### config.mk
export PLATFORM = sky130hd
export DESIGN_NAME = ddc_core
export DESIGN_NICKNAME = d
export VERILOG_FILES = /design/src/rtl/ddc_pkg.sv /design/src/rtl/ddc_core.sv
export VERILOG_INCLUDE_DIRS = /design/src /design/src/rtl
export SDC_FILE = /design/constraint.sdc
export NUM_CORES = 1
export LEC_CHECK = 0
export BUFFER_PORTS_ARGS = -buffer_cell sky130_fd_sc_hd__buf_2
export CORE_MARGIN = 2
export CORE_UTILIZATION = 45
export CTS_CLUSTER_DIAMETER = 120
export DETAILED_ROUTE_END_ITERATION = 6
export SETUP_SLACK_MARGIN = 0.2
export SKIP_LAST_GASP = 1
export SLEW_MARGIN = 20
export SYNTH_ARGS = -nofsm -noshare
export SYNTH_HDL_FRONTEND = slang
export SYNTH_SLANG_ARGS = --single-unit
### constraint.sdc
create_clock -name clock_i -period 43.4 [get_ports clock_i]
set_input_delay 6.51 -clock clock_i [delete_from_list [all_inputs] [get_ports clock_i]]
set_output_delay 6.51 -clock clock_i [all_outputs]
set_load 0.005 [all_outputs]
### src/rtl/ddc_defs.svh
// Register offsets, field positions, reset values and the oscillator frequency limit for the datapath configuration block.
`ifndef DDC_DEFS_SVH
`define DDC_DEFS_SVH
`define DDC_OFF_CFG 8'h00
`define DDC_OFF_MODE 8'h04
`define DDC_OFF_GAIN_A 8'h08
`define DDC_OFF_GAIN_B 8'h0C
`define DDC_OFF_OFFS_A 8'h10
`define DDC_OFF_OFFS_B 8'h14
`define DDC_OFF_STATUS 8'h18
`define DDC_OFF_VERSION 8'h1C
`define DDC_CFG_BYPASS 0
`define DDC_CFG_COUNTER 1
`define DDC_CFG_TWOS 2
`define DDC_CFG_RESYNC 3
`define DDC_CFG_DITHER 4
`define DDC_CFG_BREV 5
`define DDC_CFG_MARKER 6
`define DDC_CFG_SPECINV 7
`define DDC_CFG_INTLV 8
`define DDC_CFG_INVSINC 9
`define DDC_CFG_TWOCLK 10
`define DDC_CFG_NCO 11
`define DDC_CFG_SIF4 12
`define DDC_CFG_SSB 13
`define DDC_CFG_SLEEP_A 14
`define DDC_CFG_SLEEP_B 15
`define DDC_CFG_RESET 32'h0000_0000
`define DDC_MODE_RESET 32'h0000_0000
`define DDC_NCO_MAX_MHZ 350
`endif

### src/rtl/ddc_pkg.sv
// Types shared by the datapath configuration block.
package ddc_pkg;
  typedef enum logic [1:0] {DDC_MIX_DUAL, DDC_MIX_QMOD, DDC_MIX_SSB, DDC_MIX_RSVD} ddc_mix_t;
  typedef enum logic [1:0] {DDC_INT_X2, DDC_INT_X4, DDC_INT_X8, DDC_INT_X16} ddc_interp_t;
  typedef enum logic [1:0] {DDC_PLL_DIV1, DDC_PLL_DIV2, DDC_PLL_DIV4, DDC_PLL_DIV8} ddc_plldiv_t;
endpackage

### src/rtl/ddc_core.sv
// Datapath configuration and input control for a dual-channel interpolating converter.
// What this block does
// - Full bypass skips interpolation and oscillator and forces the sample clock as source.
// - Counter mode replaces input samples with an internal ramp.
// - Two's complement bit selects input format; clear means offset binary.
// - Resync enable, with PLL off: sampled strobe rising edge restarts the interpolation-factor divider.
// - B bus bit order is normal when clear and reversed when set.
// - Interleaved: marker bit picks marker pin, else gate rise aligns samples.
// - Spectrum invert negates the sine term before mixing.
// - Interleaved mode takes A and B streams both from the A bus.
// - Inverse-sinc filter is inserted only when enabled.
// - Two-clock select, with PLL off, latches on data clock, updates on sample clock.
// - Oscillator mix when enabled, else fixed quarter-rate mix; oscillator up to 350 MHz.
// - Serial interface uses four pins when set, three pins when clear.
// - Single sideband inverts the data routed to channel B, except in quadrature mode, where B carries uninverted channel A data.
// - Mixer mode: dual unmixed, quadrature uses channel B only, sideband drives both.
// - PLL output divider 1, 2, 4 or 8 applies only with PLL enabled.
// - Interpolation factor is two, four, eight or sixteen.
// - VCO boost raises bias in fifteen percent steps to forty-five percent.
// - Each channel holds a coarse gain from zero to fifteen.
// - Each channel holds a signed fine gain from -128 to 127.
// - Each channel holds a signed offset -1024 to 1023 added to its output, except in quadrature mode, where B carries A's offset.
// - Each channel has its own sleep control.
// - Gate-aligned interleave: first sample after gate rise is I, then alternates.
// - Marker interleave: marker high means Q, low means I.
// - Gate low stops processing and holds both outputs at constant level.
// - Strobe high clears the oscillator phase accumulator.
//
// Design decisions made here: the register addresses and register access over Wishbone.
`timescale 1ns/1ns
`default_nettype none
`include "ddc_defs.svh"
module ddc_core
  import ddc_pkg::*;
#(
  parameter int DATA_W = 16,
  parameter logic [7:0] VERSION_ID = 8'h01, // Arbitrary silicon version value.
  parameter int ACC_W = 32
)(
  input wire logic clock_i,
  input wire logic reset_i,
  input wire logic [7:0] wb_adr_i,
  input wire logic [31:0] wb_dat_i,
  input wire logic [3:0] wb_sel_i,
  input wire logic wb_we_i,
  input wire logic wb_cyc_i,
  input wire logic wb_stb_i,
  output logic [31:0] wb_dat_o,
  output logic wb_ack_o,
  input wire logic pll_enable_i,
  input wire logic [DATA_W-1:0] a_input_bus_i,
  input wire logic [DATA_W-1:0] b_input_bus_i,
  input wire logic transmit_gate_i,
  input wire logic quadrature_marker_pin_i,
  input wire logic phase_strobe_pin_i,
  output logic [DATA_W-1:0] converter_channel_a_o,
  output logic [DATA_W-1:0] converter_channel_b_o,
  output logic channel_a_sleep_o,
  output logic channel_b_sleep_o,
  output logic lock_or_divclk_out_o,
  output logic four_wire_select_o,
  output logic sample_clock_only_o,
  output logic data_latch_clock_sel_o,
  output logic inverse_sinc_en_o,
  output logic pll_dither_o,
  output logic [1:0] pll_vco_div_o,
  output logic [1:0] vco_boost_o,
  output logic [3:0] coarse_gain_a_o,
  output logic [3:0] coarse_gain_b_o,
  output logic [7:0] fine_gain_a_o,
  output logic [7:0] fine_gain_b_o
);

  // Software-side registers.
  logic [31:0] cfg_q;
  logic [31:0] mode_q;
  logic [11:0] gain_a_q;
  logic [11:0] gain_b_q;
  logic [10:0] offs_a_q;
  logic [10:0] offs_b_q;
  logic [ACC_W-1:0] nco_step_q;

  // Live copies, taken only at sample boundaries.
  logic [31:0] cfg_l_q;
  logic [31:0] mode_l_q;
  logic [10:0] offs_a_l_q;
  logic [10:0] offs_b_l_q;

  logic wr_stb;
  assign wr_stb = wb_cyc_i & wb_stb_i & wb_we_i & ~wb_ack_o;

  // Byte-lane merge so partial writes keep untouched lanes.
  function automatic logic [31:0] merge(input logic [31:0] old, input logic [31:0] nw, input logic [3:0] sel);
    logic [31:0] r;
    r = old;
    for (int i = 0; i < 4; i++)
    begin
      if (sel[i])
      begin
        r[i*8 +: 8] = nw[i*8 +: 8];
      end
    end
    return r;
  endfunction

  // Register writes; the mode word holds mix, interpolation, PLL divider and boost.
  always_ff @(posedge clock_i or posedge reset_i)
  begin
    if (reset_i)
    begin
      cfg_q <= `DDC_CFG_RESET;
      mode_q <= `DDC_MODE_RESET;
      gain_a_q <= 12'h000;
      gain_b_q <= 12'h000;
      offs_a_q <= 11'h000;
      offs_b_q <= 11'h000;
      nco_step_q <= '0;
    end
    else if (wr_stb)
    begin
      case (wb_adr_i)
        `DDC_OFF_CFG: cfg_q <= merge(cfg_q, wb_dat_i, wb_sel_i);
        `DDC_OFF_MODE: mode_q <= merge(mode_q, wb_dat_i, wb_sel_i);
        `DDC_OFF_GAIN_A: gain_a_q <= 12'(merge({20'h0, gain_a_q}, wb_dat_i, wb_sel_i));
        `DDC_OFF_GAIN_B: gain_b_q <= 12'(merge({20'h0, gain_b_q}, wb_dat_i, wb_sel_i));
        `DDC_OFF_OFFS_A: offs_a_q <= 11'(merge({21'h0, offs_a_q}, wb_dat_i, wb_sel_i));
        `DDC_OFF_OFFS_B: offs_b_q <= 11'(merge({21'h0, offs_b_q}, wb_dat_i, wb_sel_i));
        `DDC_OFF_VERSION: nco_step_q <= ACC_W'(merge(32'(nco_step_q), wb_dat_i, wb_sel_i));
        default: ;
      endcase
    end
  end

  // Pin synchronisers; the first stage feeds only the second.
  logic [DATA_W-1:0] a_s1_q, a_s2_q, b_s1_q, b_s2_q;
  logic gate_s1_q, gate_s2_q, gate_d_q, mark_s1_q, mark_s2_q, strb_s1_q, strb_s2_q, strb_d_q;
  always_ff @(posedge clock_i or posedge reset_i)
  begin
    if (reset_i)
    begin
      a_s1_q <= '0;
      a_s2_q <= '0;
      b_s1_q <= '0;
      b_s2_q <= '0;
      gate_s1_q <= 1'b0;
      gate_s2_q <= 1'b0;
      gate_d_q <= 1'b0;
      mark_s1_q <= 1'b0;
      mark_s2_q <= 1'b0;
      strb_s1_q <= 1'b0;
      strb_s2_q <= 1'b0;
      strb_d_q <= 1'b0;
    end
    else
    begin
      a_s1_q <= a_input_bus_i;
      a_s2_q <= a_s1_q;
      b_s1_q <= b_input_bus_i;
      b_s2_q <= b_s1_q;
      gate_s1_q <= transmit_gate_i;
      gate_s2_q <= gate_s1_q;
      gate_d_q <= gate_s2_q;
      mark_s1_q <= quadrature_marker_pin_i;
      mark_s2_q <= mark_s1_q;
      strb_s1_q <= phase_strobe_pin_i;
      strb_s2_q <= strb_s1_q;
      strb_d_q <= strb_s2_q;
    end
  end

  logic strb_rise, gate_rise;
  assign strb_rise = strb_s2_q & ~strb_d_q;
  assign gate_rise = gate_s2_q & ~gate_d_q;

  // Sample-rate divider by the interpolation factor; its terminal count marks a sample boundary.
  logic [3:0] div_q;
  logic [3:0] div_last;
  logic smp_en;
  always_comb
  begin
    case (ddc_interp_t'(mode_l_q[3:2]))
      DDC_INT_X2: div_last = 4'h1;
      DDC_INT_X4: div_last = 4'h3;
      DDC_INT_X8: div_last = 4'h7;
      default: div_last = 4'hF;
    endcase
  end
  assign smp_en = cfg_l_q[`DDC_CFG_BYPASS] ? 1'b1 : (div_q == div_last);

  // Divider; a sampled strobe edge restarts it when resync is on and the PLL is off.
  always_ff @(posedge clock_i or posedge reset_i)
  begin
    if (reset_i)
    begin
      div_q <= 4'h0;
      lock_or_divclk_out_o <= 1'b0;
    end
    else
    begin
      if (cfg_l_q[`DDC_CFG_RESYNC] && !pll_enable_i && strb_rise)
      begin
        div_q <= 4'h0;
      end
      else if (div_q >= div_last)
      begin
        div_q <= 4'h0;
      end
      else
      begin
        div_q <= div_q + 4'h1;
      end
      // PLL on: locked indication; PLL off: divided sample clock, high in the first half.
      lock_or_divclk_out_o <= pll_enable_i ? 1'b1 : (div_q <= (div_last >> 1));
    end
  end

  // Configuration is copied only on a sample boundary so no sample sees a half-applied mode.
  always_ff @(posedge clock_i or posedge reset_i)
  begin
    if (reset_i)
    begin
      cfg_l_q <= `DDC_CFG_RESET;
      mode_l_q <= `DDC_MODE_RESET;
      offs_a_l_q <= 11'h000;
      offs_b_l_q <= 11'h000;
    end
    else if (smp_en)
    begin
      cfg_l_q <= cfg_q;
      mode_l_q <= mode_q;
      offs_a_l_q <= offs_a_q;
      offs_b_l_q <= offs_b_q;
    end
  end

  // Input capture with format conversion to signed internal values.
  logic [DATA_W-1:0] b_ord;
  genvar gi;
  generate
    for (gi = 0; gi < DATA_W; gi++)
    begin : g_rev
      assign b_ord[gi] = cfg_l_q[`DDC_CFG_BREV] ? b_s2_q[DATA_W-1-gi] : b_s2_q[gi];
    end
  endgenerate

  logic [DATA_W-1:0] ramp_q;
  logic iq_q;
  logic [DATA_W-1:0] i_q, q_q;
  logic [DATA_W-1:0] fmt_a, fmt_b;
  // Offset binary flips the top bit to become two's complement.
  assign fmt_a = cfg_l_q[`DDC_CFG_TWOS] ? a_s2_q : {~a_s2_q[DATA_W-1], a_s2_q[DATA_W-2:0]};
  assign fmt_b = cfg_l_q[`DDC_CFG_TWOS] ? b_ord : {~b_ord[DATA_W-1], b_ord[DATA_W-2:0]};

  // Sample capture; gate low freezes the samples and ramp and clears the I/Q toggle, so the outputs stay constant.
  always_ff @(posedge clock_i or posedge reset_i)
  begin
    if (reset_i)
    begin
      ramp_q <= '0;
      iq_q <= 1'b0;
      i_q <= '0;
      q_q <= '0;
    end
    else if (gate_s2_q && smp_en)
    begin
      if (cfg_l_q[`DDC_CFG_COUNTER])
      begin
        ramp_q <= ramp_q + 1'b1;
        i_q <= ramp_q;
        q_q <= ramp_q;
      end
      else if (cfg_l_q[`DDC_CFG_INTLV])
      begin
        if (cfg_l_q[`DDC_CFG_MARKER])
        begin
          if (mark_s2_q)
          begin
            q_q <= fmt_a;
          end
          else
          begin
            i_q <= fmt_a;
          end
        end
        else
        begin
          // First sample after the gate rise is I, then alternate.
          if (gate_rise || !iq_q)
          begin
            i_q <= fmt_a;
            iq_q <= 1'b1;
          end
          else
          begin
            q_q <= fmt_a;
            iq_q <= 1'b0;
          end
        end
      end
      else
      begin
        i_q <= fmt_a;
        q_q <= fmt_b;
      end
    end
    else if (!gate_s2_q)
    begin
      iq_q <= 1'b0;
    end
  end

  // Oscillator phase accumulator; strobe level clears it.
  logic [ACC_W-1:0] acc_q;
  always_ff @(posedge clock_i or posedge reset_i)
  begin
    if (reset_i)
    begin
      acc_q <= '0;
    end
    else if (strb_s2_q)
    begin
      acc_q <= '0;
    end
    else if (gate_s2_q && smp_en && !cfg_l_q[`DDC_CFG_BYPASS])
    begin
      acc_q <= acc_q + nco_step_q;
    end
  end

  // Quadrant of the mix: oscillator top bits, or a fixed fs/4 sequence from the divider.
  logic [1:0] quad;
  logic use_nco;
  assign use_nco = cfg_l_q[`DDC_CFG_NCO];
  assign quad = use_nco ? acc_q[ACC_W-1 -: 2] : div_q[1:0];

  // Coarse rotation by quadrant: cos/sin are +-1 or 0; sine optionally negated.
  logic [DATA_W-1:0] mix_a, mix_b, neg_i, neg_q, sin_q_term;
  assign neg_i = DATA_W'(~i_q + 1'b1);
  assign neg_q = DATA_W'(~q_q + 1'b1);
  assign sin_q_term = cfg_l_q[`DDC_CFG_SPECINV] ? neg_q : q_q;
  always_comb
  begin
    mix_a = i_q;
    mix_b = q_q;
    if (!cfg_l_q[`DDC_CFG_BYPASS] && ddc_mix_t'(mode_l_q[1:0]) != DDC_MIX_DUAL)
    begin
      case (quad)
        2'd0: mix_a = i_q;
        2'd1: mix_a = DATA_W'(~sin_q_term + 1'b1);
        2'd2: mix_a = neg_i;
        default: mix_a = sin_q_term;
      endcase
      case (quad)
        2'd0: mix_b = sin_q_term;
        2'd1: mix_b = i_q;
        2'd2: mix_b = DATA_W'(~sin_q_term + 1'b1);
        default: mix_b = neg_i;
      endcase
    end
  end

  // Channel outputs: mode routing, sideband inversion, offset add and sleep.
  logic [DATA_W-1:0] out_a, out_b;
  always_comb
  begin
    out_a = mix_a + DATA_W'(signed'(offs_a_l_q));
    out_b = (cfg_l_q[`DDC_CFG_SSB] ? ~mix_b : mix_b) + DATA_W'(signed'(offs_b_l_q));
    if (ddc_mix_t'(mode_l_q[1:0]) == DDC_MIX_QMOD)
    begin
      out_b = out_a;
      out_a = '0;
    end
  end

  always_ff @(posedge clock_i or posedge reset_i)
  begin
    if (reset_i)
    begin
      converter_channel_a_o <= '0;
      converter_channel_b_o <= '0;
    end
    else if (gate_s2_q && smp_en)
    begin
      converter_channel_a_o <= cfg_l_q[`DDC_CFG_SLEEP_A] ? '0 : out_a;
      converter_channel_b_o <= cfg_l_q[`DDC_CFG_SLEEP_B] ? '0 : out_b;
    end
  end

  // Static controls to the analog side, registered.
  always_ff @(posedge clock_i or posedge reset_i)
  begin
    if (reset_i)
    begin
      channel_a_sleep_o <= 1'b0;
      channel_b_sleep_o <= 1'b0;
      four_wire_select_o <= 1'b0;
      sample_clock_only_o <= 1'b0;
      data_latch_clock_sel_o <= 1'b0;
      inverse_sinc_en_o <= 1'b0;
      pll_dither_o <= 1'b0;
      pll_vco_div_o <= 2'b00;
      vco_boost_o <= 2'b00;
      coarse_gain_a_o <= 4'h0;
      coarse_gain_b_o <= 4'h0;
      fine_gain_a_o <= 8'h00;
      fine_gain_b_o <= 8'h00;
    end
    else
    begin
      channel_a_sleep_o <= cfg_l_q[`DDC_CFG_SLEEP_A];
      channel_b_sleep_o <= cfg_l_q[`DDC_CFG_SLEEP_B];
      four_wire_select_o <= cfg_q[`DDC_CFG_SIF4];
      sample_clock_only_o <= cfg_l_q[`DDC_CFG_BYPASS];
      data_latch_clock_sel_o <= cfg_l_q[`DDC_CFG_TWOCLK] & ~pll_enable_i;
      inverse_sinc_en_o <= cfg_l_q[`DDC_CFG_INVSINC] & ~cfg_l_q[`DDC_CFG_BYPASS];
      pll_dither_o <= cfg_l_q[`DDC_CFG_DITHER];
      pll_vco_div_o <= pll_enable_i ? mode_l_q[5:4] : 2'b00;
      vco_boost_o <= mode_l_q[7:6];
      coarse_gain_a_o <= gain_a_q[3:0];
      coarse_gain_b_o <= gain_b_q[3:0];
      fine_gain_a_o <= gain_a_q[11:4];
      fine_gain_b_o <= gain_b_q[11:4];
    end
  end

  // Bus answer: one wait state, ack for a single cycle, unmapped reads return zero.
  always_ff @(posedge clock_i or posedge reset_i)
  begin
    if (reset_i)
    begin
      wb_ack_o <= 1'b0;
      wb_dat_o <= 32'h0000_0000;
    end
    else
    begin
      wb_ack_o <= wb_cyc_i & wb_stb_i & ~wb_ack_o;
      case (wb_adr_i)
        `DDC_OFF_CFG: wb_dat_o <= cfg_q;
        `DDC_OFF_MODE: wb_dat_o <= mode_q;
        `DDC_OFF_GAIN_A: wb_dat_o <= {20'h0, gain_a_q};
        `DDC_OFF_GAIN_B: wb_dat_o <= {20'h0, gain_b_q};
        `DDC_OFF_OFFS_A: wb_dat_o <= {21'h0, offs_a_q};
        `DDC_OFF_OFFS_B: wb_dat_o <= {21'h0, offs_b_q};
        `DDC_OFF_STATUS: wb_dat_o <= {24'h0, VERSION_ID};
        `DDC_OFF_VERSION: wb_dat_o <= 32'(nco_step_q);
        default: wb_dat_o <= 32'h0000_0000;
      endcase
    end
  end

endmodule
`default_nettype wire

==> out/results.tsv <==
stage	metric	value	unit
drt	finalWirelength	54500	um
grt	grtUsageTotal	22.2	%
logic_synthesis	post_synth_mux_area_share	11.7	%
logic_synthesis	synth_xor_xnor_area_share	5.47	%
setup_path	critical_path.max_stage_delay	0.81	ns
die	coreArea	47500	sq um
placement	globalplace.congestion	0.844	
drt	vias_per_cell	5.60	
worst_hold_path	worst_hold_path_type	reg2reg	
die	standard_cell_row_count	80	
placement	cells_after_dpl	2707	
cts	h-tree-depth	2	
timing	fin_tns_setup	0	ns
grt	grt_start_max_net_pins	171	
setup_path	series_of_cell_instances_along_the_critical_path	buf_2 -> inv_8 -> buf_16 -> buf_4 -> buf_4	
die	ios	186	
drt	detail_route.iter0.violations	1247	
power_and_ir_drop	sequentialPowerShare	40.6	%
grt	gr-total-overflow	0	
grt	via_count_of_the_first_global_routing_pass	15570	
logic_synthesis	synth_area	21600	sq um
drt	firstDrtPassIters	7	
cts	post_cts_repair_resize_count	0	
finish	post_route_cells_drive_above_1_share	23.1	%
placement	half_perimeter_wire_length_of_the_detailed_placement_result	39300	um
logic_synthesis	main_combinational_cell_family_by_area_after_synthesis	compound AO/OA/AOI/OAI gates	
timing	final_max_slew_viol_count	0	
logic_synthesis	synthDistinctLibCells	71	
logic_synthesis	netlist_top_cells_count	sky130_fd_sc_hd__dfrtp_1, sky130_fd_sc_hd__nand2_1, sky130_fd_sc_hd__mux2_2	
finish	final.fill_count	4181	
cts	insertion_delay	0.58	ns
placement	dpl-instance-area	23200	sq um
cts	cts_tree	yes	
drt	drc_errors	0	
logic_synthesis	synth_top_area_share	51.5	%
timing	tightest_slew	1.03	ns
logic_synthesis	yosysSeqAreaShare	51.5	%
timing	worst_clock_skew	0.0130	ns
logic_synthesis	postSynth.topFlopCell	sky130_fd_sc_hd__dfrtp_1	
power_and_ir_drop	share_comb_of_total_power	26.5	%
logic_synthesis	netlist.top_cell.by_area	sky130_fd_sc_hd__dfrtp_1	
setup_path	cpMaxStageDelayCell	sky130_fd_sc_hd__buf_4	
status	run_status	completed	
timing	final.setup.worst_slack	34.99	ns
timing	final_period_minus_worst_setup_slack	8.41	ns
timing	finalCritPeriodShare	19.4	%
logic_synthesis	synthesis.area_per_instance	10.9	sq um
finish	final_design_area_no_fill	24800	sq um
timing	final-setup-viol-count	0	
logic_synthesis	synth_seq_cells	445	
logic_synthesis	synth-edff-count	0	
logic_synthesis	post_synth_and_or_nand_nor_area_fraction	10.8	%
finish	areaGrowthSynthToFinish	14.7	%
cts	worst_setup_hold_path_clk_slew	0.06	ns
drt	mean_routed_wirelength_per_cell	19.5	um
logic_synthesis	top_area_cells_in_the_synthesized_netlist	sky130_fd_sc_hd__dfrtp_1, sky130_fd_sc_hd__mux2_2, sky130_fd_sc_hd__ha_1, sky130_fd_sc_hd__xnor2_1, sky130_fd_sc_hd__nand2_1	
drt	num_vias	15649	
logic_synthesis	synth.most_common_cell	sky130_fd_sc_hd__dfrtp_1	
timing	timing_hold_violations_final	0	
power_and_ir_drop	peakVddDrop	30.1	uV
power_and_ir_drop	fraction_of_power_spent_switching_nets	33.0	%
grt	grt_first_pass_wirelength	87300	um
cts	holdBufCountCts	0	
setup_path	critical_path.max_fanout	103	
flow_run	drv.max_cap_violation_count	0	
placement	dp_slack	34.16	ns
power_and_ir_drop	power.switching	408	uW
finish	design.final.nets	2304	
logic_synthesis	postSynth.asyncResetShare	100	%
timing	highest_clock_frequency_the_design_can_meet	0.119	GHz
setup_path	timing.setup.critical_path_class	in2async	
die	floorplan.die.height	223	um
setup_path	cp_most_frequent_cell	sky130_fd_sc_hd__buf_4	
cts	cts_buffers	48	
power_and_ir_drop	power.density_cell_area	50.0	nW/um^2
timing	whs	0.345	ns
setup_path	startpoint_types	primary input	
cts	cts-root-to-sink-buffers	3	
logic_synthesis	post_synth_inst_count	1979	
finish	stdcell_count	2795	
die	initial_utilization	45.4	%
timing	rsz0062_at_grt	no	
placement	place.port_buffers	185	
drt	drt.antenna.violating_nets	0	
cts	post-cts-setup-buffer-count	0	
logic_synthesis	mappedNetlistNets	2140	
power_and_ir_drop	power.internal	831	uW
logic_synthesis	synth_compound_gate_area_share	13.4	%
power_and_ir_drop	share_clk_of_total_power	32.9	%
setup_path	cp-end-kind	async pin	
setup_path	crit_arrival	9.01	ns
logic_synthesis	ys.warnings.count	0	
die	die_w	223	um
timing	relSlewSlack	31.6	%
setup_path	timing.critical_path.required	44.00	ns
cts	tritoncts_num_sinks	445	
logic_synthesis	synthAdderAreaFrac	4.51	%
cts	clk_root_buffer_cell	sky130_fd_sc_hd__clkbuf_16	
power_and_ir_drop	power_leakage	0.0123	uW
grt	grt_antenna_before_repair	5	
die	die_area	49800	sq um
-- registers in the layout (all words and copies together), names as in the netlist, 12 cells and up --
signal / flops
i_q: 16
ramp_q: 16
mode_q: 32
a_s2_q: 16
converter_channel_b_o: 16
converter_channel_a_o: 16
acc_q: 32
gain_a_q: 12
nco_step_q: 32
cfg_q: 32
b_s1_q: 16
cfg_l_q: 15
wb_dat_o: 32
b_s2_q: 16
gain_b_q: 12
q_q: 16
a_s1_q: 16
-- placed cells by master (no fill, tap or decap), types with 40 or more instances in the layout --
cell type,instances
sky130_fd_sc_hd__buf_2,185
sky130_fd_sc_hd__o21ai_0,93
sky130_fd_sc_hd__inv_1,47
sky130_fd_sc_hd__dfrtp_1,444
sky130_fd_sc_hd__a21oi_1,141
sky130_fd_sc_hd__clkbuf_16,49
sky130_fd_sc_hd__xor2_1,49
sky130_fd_sc_hd__ha_1,73
sky130_fd_sc_hd__mux2i_1,40
sky130_fd_sc_hd__nand2_1,189
sky130_fd_sc_hd__xnor2_1,86
sky130_fd_sc_hd__mux2_2,187
sky130_fd_sc_hd__nor2_1,149
-- worst max-delay path: cells and delay by family --
kind,cells,cell delay [ns]
buf+inv,5,2.35
-- area by class of cell --
| class | count | area, sq um | area share [%] |
|---|---|---|---|
| clock inverter | 14 | 149 | 0.601 |
| sequential | 445 | 11100 | 44.9 |
| tap | 615 | 769 | 3.11 |
| antenna | 1 | 2.50 | 0.0101 |
| clock buffer | 72 | 1440 | 5.82 |
| inverter | 48 | 188 | 0.757 |
| timing repair buffer | 209 | 1140 | 4.59 |
| multi-input combinational | 1391 | 9950 | 40.2 |
-- metrics by stage --
stage	utilization [%]	power (uW)
after floorplan	-	740
final	52.1	1240
after global routing	52.1	1310
after global placement	48.7	828
after CTS	52.1	1250
after detailed placement	48.7	836
-- final timing paths --
path / from / end / slack (ns) / depth (start not counted)
worst max-delay path: reset_i / fine_gain_a_o[1]$_DFF_PP0_ / 34.99 / 5
worst min-delay path: a_s1_q[5]$_DFF_PP0_ / a_s2_q[5]$_DFF_PP0_ / 0.35 / 0
worst max register to register: q_q[0]$_DFFE_PP0P_ / converter_channel_b_o[15]$_DFFE_PP0P_ / 38.25 / 20
worst min register to register: a_s1_q[5]$_DFF_PP0_ / a_s2_q[5]$_DFF_PP0_ / 0.35 / 0
max in group clock_i: wb_adr_i[1] / cfg_q[18]$_DFFE_PP0P_ / 35.44 / 6
min in group asynchronous: reset_i / a_s1_q[12]$_DFF_PP0_ / 5.90 / 2
-- per-layer routing --
| layer | GRT usage [%] | vias up | wire (um) |
|---|---|---|---|
| met2 | 34.7 | 416 | 24700 |
| li1 | - | 7423 | - |
| met4 | 6.54 | 6 | 1450 |
| met5 | 0 | - | 44 |
| met1 | 31.5 | 7709 | 25100 |
| met3 | 4.14 | 95 | 3250 |
-- kinds of logic (layout without fill, tap and decap cells) --
family / Yosys count / count (layout)
adders and majority gates: 76 / 76
xor gates and xnor gates: 135 / 135
muxes: 229 / 229
AOI/OAI and AO/OA: 444 / 444
buffers and inverters: 143 / 343
and+or+nand+nor: 507 / 507
other: 0 / 1
DFF: 445 / 445
-- power by group through the flow --
stage,Combinational [uW],Clock (uW),Sequential [uW]
global placement,321,0,507
floorplan,254,0,487
detailed placement,327,0,509
finish,328,408,503
global route,370,436,508
CTS,329,418,502
(Power assumes the default switching activity.)
